==> src/verilog/olx_pkg.sv <==
// What this block does
// (RL1) literal OR work register into work register, update negative and zero
// (RL2) opcode 000100da: OR work register with addressed file register
// (RL3) destination bit 0 writes work register, 1 writes file register
// (RL4) bank bit 0 uses access bank, 1 joins bank select register
// (RL5) extended set, bank bit 0, address up to 5fh: indexed offset
// (RL6) pointer load: selector 0..2, high nibble first word, low byte second
// (RL7) copy file register to destination, update negative and zero
// (RL8) two-word file-to-file copy, prefixes 1100 and 1111, flags untouched
// (RL9) file-to-file copy reaches the whole 4096-byte space without bank select
// (RL10) work register may be source or destination of file-to-file copy
// (RL11) program must not copy into program counter or return stack bytes
// (RL12) negative is result bit 7, zero when whole result is zero
`default_nettype none
package olx_pkg;

  localparam int DW  = 8;
  localparam int AW  = 12;
  localparam int IW  = 16;
  localparam int SAW = 4;

  // ****************************************
  // instruction encodings
  // ****************************************
  localparam logic [7:0] OP_OR_LIT    = 8'h09;
  localparam logic [5:0] OP_OR_FILE   = 6'h04;
  localparam logic [5:0] OP_COPY_FILE = 6'h14;
  localparam logic [9:0] OP_PTR_LOAD  = 10'h3b8;
  localparam logic [7:0] OP_PTR_LOW   = 8'hf0;
  localparam logic [3:0] OP_MOVE_SRC  = 4'hc;
  localparam logic [3:0] OP_MOVE_DST  = 4'hf;
  localparam int         POS_DEST     = 9;
  localparam int         POS_BANK     = 8;
  localparam logic [1:0] PTR_COUNT    = 2'h3;

  // ****************************************
  // data space map
  // ****************************************
  localparam logic [7:0]  ACCESS_SPLIT = 8'h80;
  localparam logic [3:0]  ACCESS_HIGH  = 4'hf;
  localparam logic [7:0]  INDEX_LIMIT  = 8'h5f;
  localparam logic [11:0] WORK_ADDR    = 12'hfe8;

  // ****************************************
  // software registers
  // ****************************************
  localparam logic [3:0] REG_CTRL   = 4'h0;
  localparam logic [3:0] REG_BANK   = 4'h1;
  localparam logic [3:0] REG_WORK   = 4'h2;
  localparam logic [3:0] REG_FLAGS  = 4'h3;
  localparam logic [3:0] REG_PTR0L  = 4'h4;
  localparam logic [3:0] REG_PTR0H  = 4'h5;
  localparam logic [3:0] REG_PTR1L  = 4'h6;
  localparam logic [3:0] REG_PTR1H  = 4'h7;
  localparam logic [3:0] REG_PTR2L  = 4'h8;
  localparam logic [3:0] REG_PTR2H  = 4'h9;
  localparam logic [3:0] REG_STATE  = 4'ha;
  localparam logic [3:0] REG_COUNT  = 4'hb;
  localparam int         BIT_EXT    = 0;
  localparam int         BIT_ZERO   = 0;
  localparam int         BIT_NEG    = 1;
  localparam int         BIT_BAD    = 0;
  localparam int         BIT_BUSY   = 1;

  localparam logic [7:0] RST_BYTE   = 8'h00;
  localparam logic [3:0] RST_NIB    = 4'h0;
  localparam logic [7:0] RD_UNMAP   = 8'h00;

  typedef struct packed {
    logic          rd;
    logic          wr;
    logic [AW-1:0] addr;
    logic [DW-1:0] wdata;
  } olx_mem_req_t;

  typedef struct packed {
    logic           rd;
    logic           wr;
    logic [SAW-1:0] addr;
    logic [DW-1:0]  wdata;
  } olx_sw_req_t;

  typedef enum logic [2:0] {
    ST_FETCH,
    ST_READ,
    ST_EXEC,
    ST_MOVE_RD,
    ST_MOVE_CAP,
    ST_MOVE2,
    ST_PTR2
  } olx_state_t;

endpackage
`default_nettype wire

==> src/verilog/olx_flag_calc.sv <==
`default_nettype none
module olx_flag_calc
  import olx_pkg::*;
(
  input  wire logic [DW-1:0] result,
  output logic               neg,
  output logic               zero
);

  // ****************************************
  // negative and zero
  // ****************************************
  // (RL12) bit 7, all zero
  assign neg  = result[DW-1];
  assign zero = (result == RST_BYTE);

endmodule
`default_nettype wire

==> src/verilog/olx_addr_map.sv <==
`default_nettype none
module olx_addr_map
  import olx_pkg::*;
(
  input  wire logic [DW-1:0] file_addr,
  input  wire logic          bank_sel,
  input  wire logic [3:0]    bank,
  input  wire logic          ext_en,
  input  wire logic [AW-1:0] index_base,
  output logic [AW-1:0]      data_addr
);

  always_comb begin
    // (RL5) indexed literal offset
    if (!bank_sel && ext_en && (file_addr <= INDEX_LIMIT)) begin
      data_addr = index_base + {4'h0, file_addr};
    // (RL4) bank select joined
    end else if (bank_sel) begin
      data_addr = {bank, file_addr};
    // (RL4) access bank split
    end else if (file_addr < ACCESS_SPLIT) begin
      data_addr = {RST_NIB, file_addr};
    end else begin
      data_addr = {ACCESS_HIGH, file_addr};
    end
  end

endmodule
`default_nettype wire

==> src/verilog/olx_core.sv <==
// The address map and the strobed register port were decided locally.
`default_nettype none
module olx_core
  import olx_pkg::*;
(
  input  wire logic          ref_clk,
  input  wire logic          resetn,
  input  wire logic          ce,
  input  wire logic          instr_valid,
  input  wire logic [IW-1:0] instr_word,
  output logic               instr_ready,
  output olx_mem_req_t       mem_req,
  input  wire logic [DW-1:0] mem_rdata,
  input  wire olx_sw_req_t   sw_req,
  output logic [DW-1:0]      sw_rdata
);

  // ****************************************
  // state
  // ****************************************
  olx_state_t    state;
  logic [DW-1:0] wreg;
  logic [3:0]    bank;
  logic          ext_en;
  logic          flag_n;
  logic          flag_z;
  logic          bad_op;
  logic [DW-1:0] retired;
  logic [3:0]    ptr_hi [0:2];
  logic [DW-1:0] ptr_lo [0:2];
  logic [1:0]    ptr_sel;
  logic          op_is_or;
  logic          dest_file;
  logic [AW-1:0] tgt_addr;
  logic [DW-1:0] hold;

  // ****************************************
  // decode
  // ****************************************
  logic          take;
  logic          is_or_lit;
  logic          is_or_file;
  logic          is_copy;
  logic          is_ptr;
  logic          is_move;
  logic          is_second;
  logic          is_ptr_low;
  logic [AW-1:0] mapped_addr;
  logic [AW-1:0] word_addr;
  logic [DW-1:0] rd_val;
  logic [DW-1:0] alu;
  logic          next_n;
  logic          next_z;
  logic          retire;
  logic          sw_wr_flags;

  assign instr_ready = (state == ST_FETCH) || (state == ST_MOVE2) || (state == ST_PTR2);
  assign take        = ce && instr_valid && instr_ready;
  assign is_or_lit   = (instr_word[15:8] == OP_OR_LIT);
  assign is_or_file  = (instr_word[15:10] == OP_OR_FILE);
  assign is_copy     = (instr_word[15:10] == OP_COPY_FILE);
  assign is_ptr      = (instr_word[15:6] == OP_PTR_LOAD) && (instr_word[5:4] != PTR_COUNT);
  assign is_move     = (instr_word[15:12] == OP_MOVE_SRC);
  assign is_second   = (instr_word[15:12] == OP_MOVE_DST);
  assign is_ptr_low  = (instr_word[15:8] == OP_PTR_LOW);
  // (RL9) full 12-bit operand, no bank
  assign word_addr   = instr_word[AW-1:0];
  assign sw_wr_flags = sw_req.wr && (sw_req.addr == REG_FLAGS);

  olx_addr_map u_addr (
    .file_addr  (instr_word[7:0]),
    .bank_sel   (instr_word[POS_BANK]),
    .bank       (bank),
    .ext_en     (ext_en),
    .index_base ({ptr_hi[2], ptr_lo[2]}),
    .data_addr  (mapped_addr)
  );

  // (RL10) work register mapped in the data space
  assign rd_val = (tgt_addr == WORK_ADDR) ? wreg : mem_rdata;

  always_comb begin
    if (state == ST_EXEC) begin
      // (RL2) or with file, (RL7) plain copy
      alu = op_is_or ? (rd_val | wreg) : rd_val;
    end else begin
      // (RL1) literal or
      alu = wreg | instr_word[7:0];
    end
  end

  olx_flag_calc u_flags (
    .result (alu),
    .neg    (next_n),
    .zero   (next_z)
  );

  // ****************************************
  // sequencer
  // ****************************************
  always_ff @(posedge ref_clk or negedge resetn) begin
    if (!resetn) begin
      state <= ST_FETCH;
    end else if (ce) begin
      case (state)
        ST_FETCH: begin
          if (take && (is_or_file || is_copy)) begin
            state <= ST_READ;
          end else if (take && is_ptr) begin
            state <= ST_PTR2;
          end else if (take && is_move) begin
            state <= ST_MOVE_RD;
          end
        end
        ST_READ:     state <= ST_EXEC;
        ST_EXEC:     state <= ST_FETCH;
        ST_MOVE_RD:  state <= ST_MOVE_CAP;
        ST_MOVE_CAP: state <= ST_MOVE2;
        ST_MOVE2: begin
          if (take) begin
            state <= ST_FETCH;
          end
        end
        ST_PTR2: begin
          if (take) begin
            state <= ST_FETCH;
          end
        end
        default: state <= ST_FETCH;
      endcase
    end
  end

  // ****************************************
  // latched operands
  // ****************************************
  always_ff @(posedge ref_clk or negedge resetn) begin
    if (!resetn) begin
      op_is_or  <= 1'b0;
      dest_file <= 1'b0;
      tgt_addr  <= '0;
      ptr_sel   <= 2'h0;
    end else if (ce && take && (state == ST_FETCH)) begin
      op_is_or  <= is_or_file;
      dest_file <= instr_word[POS_DEST];
      ptr_sel   <= instr_word[5:4];
      if (is_move) begin
        tgt_addr <= word_addr;
      end else begin
        tgt_addr <= mapped_addr;
      end
    end
  end

  // source byte must be caught now: read data stand one cycle only
  always_ff @(posedge ref_clk or negedge resetn) begin
    if (!resetn) begin
      hold <= RST_BYTE;
    end else if (ce && (state == ST_MOVE_CAP)) begin
      hold <= rd_val;
    end
  end

  // ****************************************
  // data memory port
  // ****************************************
  always_ff @(posedge ref_clk or negedge resetn) begin
    if (!resetn) begin
      mem_req <= '0;
    end else if (ce) begin
      mem_req.rd <= 1'b0;
      mem_req.wr <= 1'b0;
      case (state)
        ST_FETCH: begin
          if (take && (is_or_file || is_copy)) begin
            mem_req.addr <= mapped_addr;
            mem_req.rd   <= (mapped_addr != WORK_ADDR);
          end else if (take && is_move) begin
            mem_req.addr <= word_addr;
            mem_req.rd   <= (word_addr != WORK_ADDR);
          end
        end
        ST_EXEC: begin
          // (RL3) destination bit 1 writes the file
          if (dest_file && (tgt_addr != WORK_ADDR)) begin
            mem_req.wr    <= 1'b1;
            mem_req.addr  <= tgt_addr;
            mem_req.wdata <= alu;
          end
        end
        ST_MOVE2: begin
          // (RL8) second word names destination
          if (take && is_second && (word_addr != WORK_ADDR)) begin
            mem_req.wr    <= 1'b1;
            mem_req.addr  <= word_addr;
            mem_req.wdata <= hold;
          end
        end
        default: begin
          mem_req.rd <= 1'b0;
        end
      endcase
    end
  end

  // (RL11) protected bytes are not filtered; the program keeps off them

  // ****************************************
  // working register
  // ****************************************
  always_ff @(posedge ref_clk or negedge resetn) begin
    if (!resetn) begin
      wreg <= RST_BYTE;
    end else if (ce) begin
      if (state == ST_FETCH && take && is_or_lit) begin
        // (RL1) result back into work
        wreg <= alu;
      end else if (state == ST_EXEC && (!dest_file || tgt_addr == WORK_ADDR)) begin
        // (RL3) destination bit 0 writes work
        wreg <= alu;
      end else if (state == ST_MOVE2 && take && is_second && word_addr == WORK_ADDR) begin
        // (RL10) work as copy destination
        wreg <= hold;
      end else if (sw_req.wr && sw_req.addr == REG_WORK) begin
        wreg <= sw_req.wdata;
      end
    end
  end

  // ****************************************
  // negative and zero flags
  // ****************************************
  // hardware update wins over a software write in the same cycle
  always_ff @(posedge ref_clk or negedge resetn) begin
    if (!resetn) begin
      flag_n <= 1'b0;
      flag_z <= 1'b0;
    end else if (ce) begin
      if ((state == ST_FETCH && take && is_or_lit) || state == ST_EXEC) begin
        // (RL7) copy updates flags too
        flag_n <= next_n;
        flag_z <= next_z;
      end else if (sw_wr_flags) begin
        flag_n <= sw_req.wdata[BIT_NEG];
        flag_z <= sw_req.wdata[BIT_ZERO];
      end
    end
  end

  // ****************************************
  // pointer registers
  // ****************************************
  always_ff @(posedge ref_clk or negedge resetn) begin
    if (!resetn) begin
      for (int i = 0; i < 3; i++) begin
        ptr_hi[i] <= RST_NIB;
        ptr_lo[i] <= RST_BYTE;
      end
    end else if (ce) begin
      if (state == ST_FETCH && take && is_ptr) begin
        // (RL6) high part from first word
        ptr_hi[instr_word[5:4]] <= instr_word[3:0];
      end else if (state == ST_PTR2 && take && is_ptr_low) begin
        // (RL6) low byte from second word
        ptr_lo[ptr_sel] <= instr_word[7:0];
      end else if (sw_req.wr) begin
        case (sw_req.addr)
          REG_PTR0L: ptr_lo[0] <= sw_req.wdata;
          REG_PTR0H: ptr_hi[0] <= sw_req.wdata[3:0];
          REG_PTR1L: ptr_lo[1] <= sw_req.wdata;
          REG_PTR1H: ptr_hi[1] <= sw_req.wdata[3:0];
          REG_PTR2L: ptr_lo[2] <= sw_req.wdata;
          REG_PTR2H: ptr_hi[2] <= sw_req.wdata[3:0];
          default: begin
          end
        endcase
      end
    end
  end

  // ****************************************
  // control and bank select
  // ****************************************
  always_ff @(posedge ref_clk or negedge resetn) begin
    if (!resetn) begin
      ext_en <= 1'b0;
      bank   <= RST_NIB;
    end else if (ce && sw_req.wr) begin
      if (sw_req.addr == REG_CTRL) begin
        ext_en <= sw_req.wdata[BIT_EXT];
      end
      if (sw_req.addr == REG_BANK) begin
        bank <= sw_req.wdata[3:0];
      end
    end
  end

  // ****************************************
  // bookkeeping
  // ****************************************
  // a word that no handled instruction claims is skipped, not trapped
  always_ff @(posedge ref_clk or negedge resetn) begin
    if (!resetn) begin
      bad_op <= 1'b0;
    end else if (ce) begin
      if (take && state == ST_FETCH &&
          !(is_or_lit || is_or_file || is_copy || is_ptr || is_move)) begin
        bad_op <= 1'b1;
      end else if (take && state == ST_MOVE2 && !is_second) begin
        bad_op <= 1'b1;
      end else if (take && state == ST_PTR2 && !is_ptr_low) begin
        bad_op <= 1'b1;
      end else if (sw_req.wr && sw_req.addr == REG_STATE && sw_req.wdata[BIT_BAD]) begin
        bad_op <= 1'b0;
      end
    end
  end

  assign retire = (state == ST_EXEC) ||
                  (take && state == ST_FETCH && is_or_lit) ||
                  (take && state == ST_MOVE2 && is_second) ||
                  (take && state == ST_PTR2 && is_ptr_low);

  // wraps at 256; a software write clears it unless an instruction retires in the same cycle
  always_ff @(posedge ref_clk or negedge resetn) begin
    if (!resetn) begin
      retired <= RST_BYTE;
    end else if (ce) begin
      if (retire) begin
        retired <= retired + 8'h01;
      end else if (sw_req.wr && sw_req.addr == REG_COUNT) begin
        retired <= RST_BYTE;
      end
    end
  end

  // ****************************************
  // software read port
  // ****************************************
  always_ff @(posedge ref_clk or negedge resetn) begin
    if (!resetn) begin
      sw_rdata <= RD_UNMAP;
    end else if (ce) begin
      sw_rdata <= RD_UNMAP;
      if (sw_req.rd) begin
        case (sw_req.addr)
          REG_CTRL:  sw_rdata <= {7'h00, ext_en};
          REG_BANK:  sw_rdata <= {4'h0, bank};
          REG_WORK:  sw_rdata <= wreg;
          REG_FLAGS: sw_rdata <= {6'h00, flag_n, flag_z};
          REG_PTR0L: sw_rdata <= ptr_lo[0];
          REG_PTR0H: sw_rdata <= {4'h0, ptr_hi[0]};
          REG_PTR1L: sw_rdata <= ptr_lo[1];
          REG_PTR1H: sw_rdata <= {4'h0, ptr_hi[1]};
          REG_PTR2L: sw_rdata <= ptr_lo[2];
          REG_PTR2H: sw_rdata <= {4'h0, ptr_hi[2]};
          REG_STATE: sw_rdata <= {6'h00, (state != ST_FETCH), bad_op};
          REG_COUNT: sw_rdata <= retired;
          default:   sw_rdata <= RD_UNMAP;
        endcase
      end
    end
  end

endmodule
`default_nettype wire

==> config.mk <==
export PLATFORM = sky130hd
export DESIGN_NAME = olx_core
export DESIGN_NICKNAME = d
export VERILOG_FILES = /design/src/verilog/olx_pkg.sv /design/src/verilog/olx_flag_calc.sv /design/src/verilog/olx_addr_map.sv /design/src/verilog/olx_core.sv
export SDC_FILE = /design/constraint.sdc
export NUM_CORES = 1
export LEC_CHECK = 0
export BUFFER_PORTS_ARGS = -buffer_cell sky130_fd_sc_hd__buf_2
export CORE_ASPECT_RATIO = 1.2
export CORE_MARGIN = 2
export CORE_UTILIZATION = 60
export DETAILED_ROUTE_END_ITERATION = 10
export GPL_ROUTABILITY_DRIVEN = 0
export PLACE_DENSITY = 0.85
export SLEW_MARGIN = 40
export SYNTH_ARGS = -nofsm -noshare
export SYNTH_HDL_FRONTEND = slang
export SYNTH_HIERARCHICAL = 1
export SYNTH_SLANG_ARGS = --single-unit
==> constraint.sdc <==
create_clock -name ref_clk -period 9.15 [get_ports ref_clk]
set_input_delay 0.915 -clock ref_clk [delete_from_list [all_inputs] [get_ports ref_clk]]
set_output_delay 0.915 -clock ref_clk [all_outputs]
set_load 0.1 [all_outputs]
==> results.md <==
- Run status: completed
- Yosys top cell by area: dfrtp_1
- Vias per std cell: 6.91
- Starting Density: 0.610
- Most frequent cells in the layout: dfrtp_1 (117), nand2_1 (108), o21ai_0 (74)
- Netlist cell types: 85
- CTS tree: done
- Max Cap Viol: 0
- P_leak: roughly 3.7 nW
- Vias: approximately 7500
- DRC violation count after routing: 0
- Multi-input logic area: around 4300 sq um
- Final setup TNS: 0 ns
- Number of global-route vias before repair: slightly above 7000
- Min cycle time layout: 3.58 ns
- Psw: 1.17 mW
- Largest cells by area after synthesis: dfrtp_1 (38%), nand2_1 (5.3%), o21ai_0 (4.8%)
- WS Path Type: reg -> reg
- Die width: approximately 110 microns
- DR iter-0 viols: 1104
- Routed Antenna Nets: 0
- Setup WS pre-CTS: ~5.4 ns
- Ant diodes: 0
- CTS Buffer Depth: 2
- Grt total ovfl: 0
- Reg area: ~2900 sq um
- CTS resizes: 0
- Die Y: approximately 130 microns
- Max VDD drop: ~0.22 mV
- Synthesized Nets: roughly 940
- Final hold vios: 0
- First-pass GRT wire length: 37200 microns
- Dominant synthesized flop cell: dfrtp_1
- Cts bufs inserted: 17
- Drt pass-1 iters: 9
- Layout cells sized above 1: 0.172
- Reg clk slew, reported paths: around 0.06 ns
- Detailed Route WL: between 20000 and 25000 microns
- Pin count of the biggest net entering global routing: between 60 and 70
- Synth warn: 6
- Power share of the sequential group: 0.335
- Max_slew headroom: 0.469
- # IOs: 73
- Die area: between 10000 and 15000 sq um
- Post-CTS Hold Buffers: 0
- Mapped Cells: around 890
- Sw Ratio: 0.449
- PD cells: 303 nW/um^2
- Sequential cell area fraction in the yosys report: 0.382
- I/O Buffers: between 70 and 80
- Startpoint Class: flop
- Clock Skew: around 0.0092 ns
- Number of synthesized flops with an enable pin: 0
- H-tree depth: 4
- Nets: around 970
- WL/cell: 21.4 microns
- Worst setup EP type: flop
- Syn avg cell area: roughly 8.6 sq um
- Synth Cell Area: 7660 sq um
- Total Routing Usage GR: 0.347
- Post-synth top area share: 0.382
- Slew @ Worst Pin: a little under 0.8 ns
- Min-Delay Path Class: reg -> reg
- Commonest non-fill, non-tap cell in the layout: dfrtp_1
- Cell row count: 45
- Max Freq: approximately 280 MHz
- Filler cells: 975
- Final number of max-transition violations: 0
- Clock root buffer: clkbuf_16
- Required @ worst endpoint: around 9.4 ns
- Final setup margin: between 5 and 6 ns
- CP Max Fanout: 22
- WP data arrival: ~3.9 ns
- Initial antenna violation count: 0
- RSZ-0062 raised after global routing: no
- Final worst-path cycle share: 0.391
- Int Power: approximately 1.4 mW
- Placeable Area: ~13000 sq um
- Fraction of registers with async set/reset: 1.00
- Comb pwr share: 0.391
- Yosys reg bits: 117
- Postcts setup bufs: 0
- Synthesis-to-finish area growth: 12.3%
- Sinks on Clock Net: approximately 120
- Post-DP HPWL: around 16000 microns
- Clk Latency, worst-skew pair: 0.42 ns
- Share of power burned in the clock network: 0.274
- Final Setup Violations: 0
==> through the flow <==
step                power, mW  utilization  cell area [sq um]  std cells  hold WS (ns)
floorplan                1.63            -               7660        891         0.446
global placement         1.83        0.633               7950       1060         0.456
detailed placement       1.85        0.634               7960       1060         0.465
CTS                      2.57        0.683               8580       1092         0.477
global route             2.71        0.685               8600       1092         0.494
finish                   2.60        0.685               8600       1092         0.470
==> synth_stat cells (all sizes together) (5+ instances only) <==
library cell / instances
buf: 18
or3: 5
o2111ai: 10
nor2b: 13
nand4: 19
mux2: 19
a222oi: 7
mux2i: 24
inv: 33
clkbuf: 53
ha: 9
nor4: 5
nand3: 15
nor3b: 8
a21o: 13
o211ai: 7
o21ai: 78
and2: 5
a22oi: 20
o22ai: 10
xnor2: 10
nand2: 108
a21oi: 59
dfrtp: 117
a221oi: 15
a31oi: 14
a22o: 12
o221a: 8
nor3: 37
a211oi: 8
nand2b: 8
nor2: 58
==> final cells by class <==
class | instances | area share
timing repair buffer | 76 | 0.0466
inverter | 33 | 0.0144
sequential | 117 | 0.340
clock buffer | 20 | 0.0519
multi-input combinational | 670 | 0.502
clock inverter | 12 | 0.0207
tap | 164 | 0.0239
==> final timing paths <==
| kind | start | cells after the start | to | slack (ns) |
|---|---|---|---|---|
| max in group asynchronous | resetn | 2 | mem_req[3] | 7.70 |
| worst max-delay path | tgt_addr[1] | 9 | flag_z | 5.57 |
| worst min register to register | mem_req[19] | 2 | mem_req[19] | 0.47 |
| worst min-delay path | mem_req[19] | 2 | mem_req[19] | 0.47 |
| min in group asynchronous | resetn | 1 | ptr_hi[2] | 0.48 |
| worst max register to register | tgt_addr[1] | 9 | flag_z | 5.57 |
==> power by group through the flow <==
stage	clock network [mW]	logic [mW]	registers [mW]
3_3_place_gp	0	0.966	0.860
2_1_floorplan	0	0.552	1.08
4_1_cts	0.714	0.997	0.861
5_1_grt	0.738	1.09	0.889
6_report	0.715	1.02	0.872
3_5_place_dp	0	0.987	0.867
==> logic make-up after synthesis <==
logic type,after synthesis,share of synthesized area
DFF,117,0.382
adders and majority gates,10,0.0173
AOI/OAI and AO/OA,291,0.259
xor gates and xnor gates,12,0.0137
buffers and inverters,104,0.0567
muxes,44,0.0622
and+or+nand+nor,313,0.209
==> registers in the layout (all words and copies together), names as in the netlist, 8 cells and up <==
name	count
ptr_lo	24
mem_req	22
ptr_hi	12
tgt_addr	12
hold	8
retired	8
sw_rdata	8
wreg	8
==> worst max-delay path: stages, from the launching register on <==
cell	delay (ns)
dfrtp_1	0.40
or4b_1	0.51
or3_2	0.76
nand2b_1	0.37
a211oi_1	0.12
nor3_1	0.56
or4_1	0.23
nor2_1	0.06
a22oi_1	0.28
o21ai_0	0.13
==> metal layers <==
layer  share of wire  vias up  routed length [microns]  track usage
met4           0.060        0                     1410        0.211
met5               0        -                        0            0
met3            0.10      122                     2420       0.0788
li1                -     3362                        -            -
met1            0.38     3518                     8940        0.447
met2            0.45      542                    10600        0.531
Power figures use the tool's default switching activity.
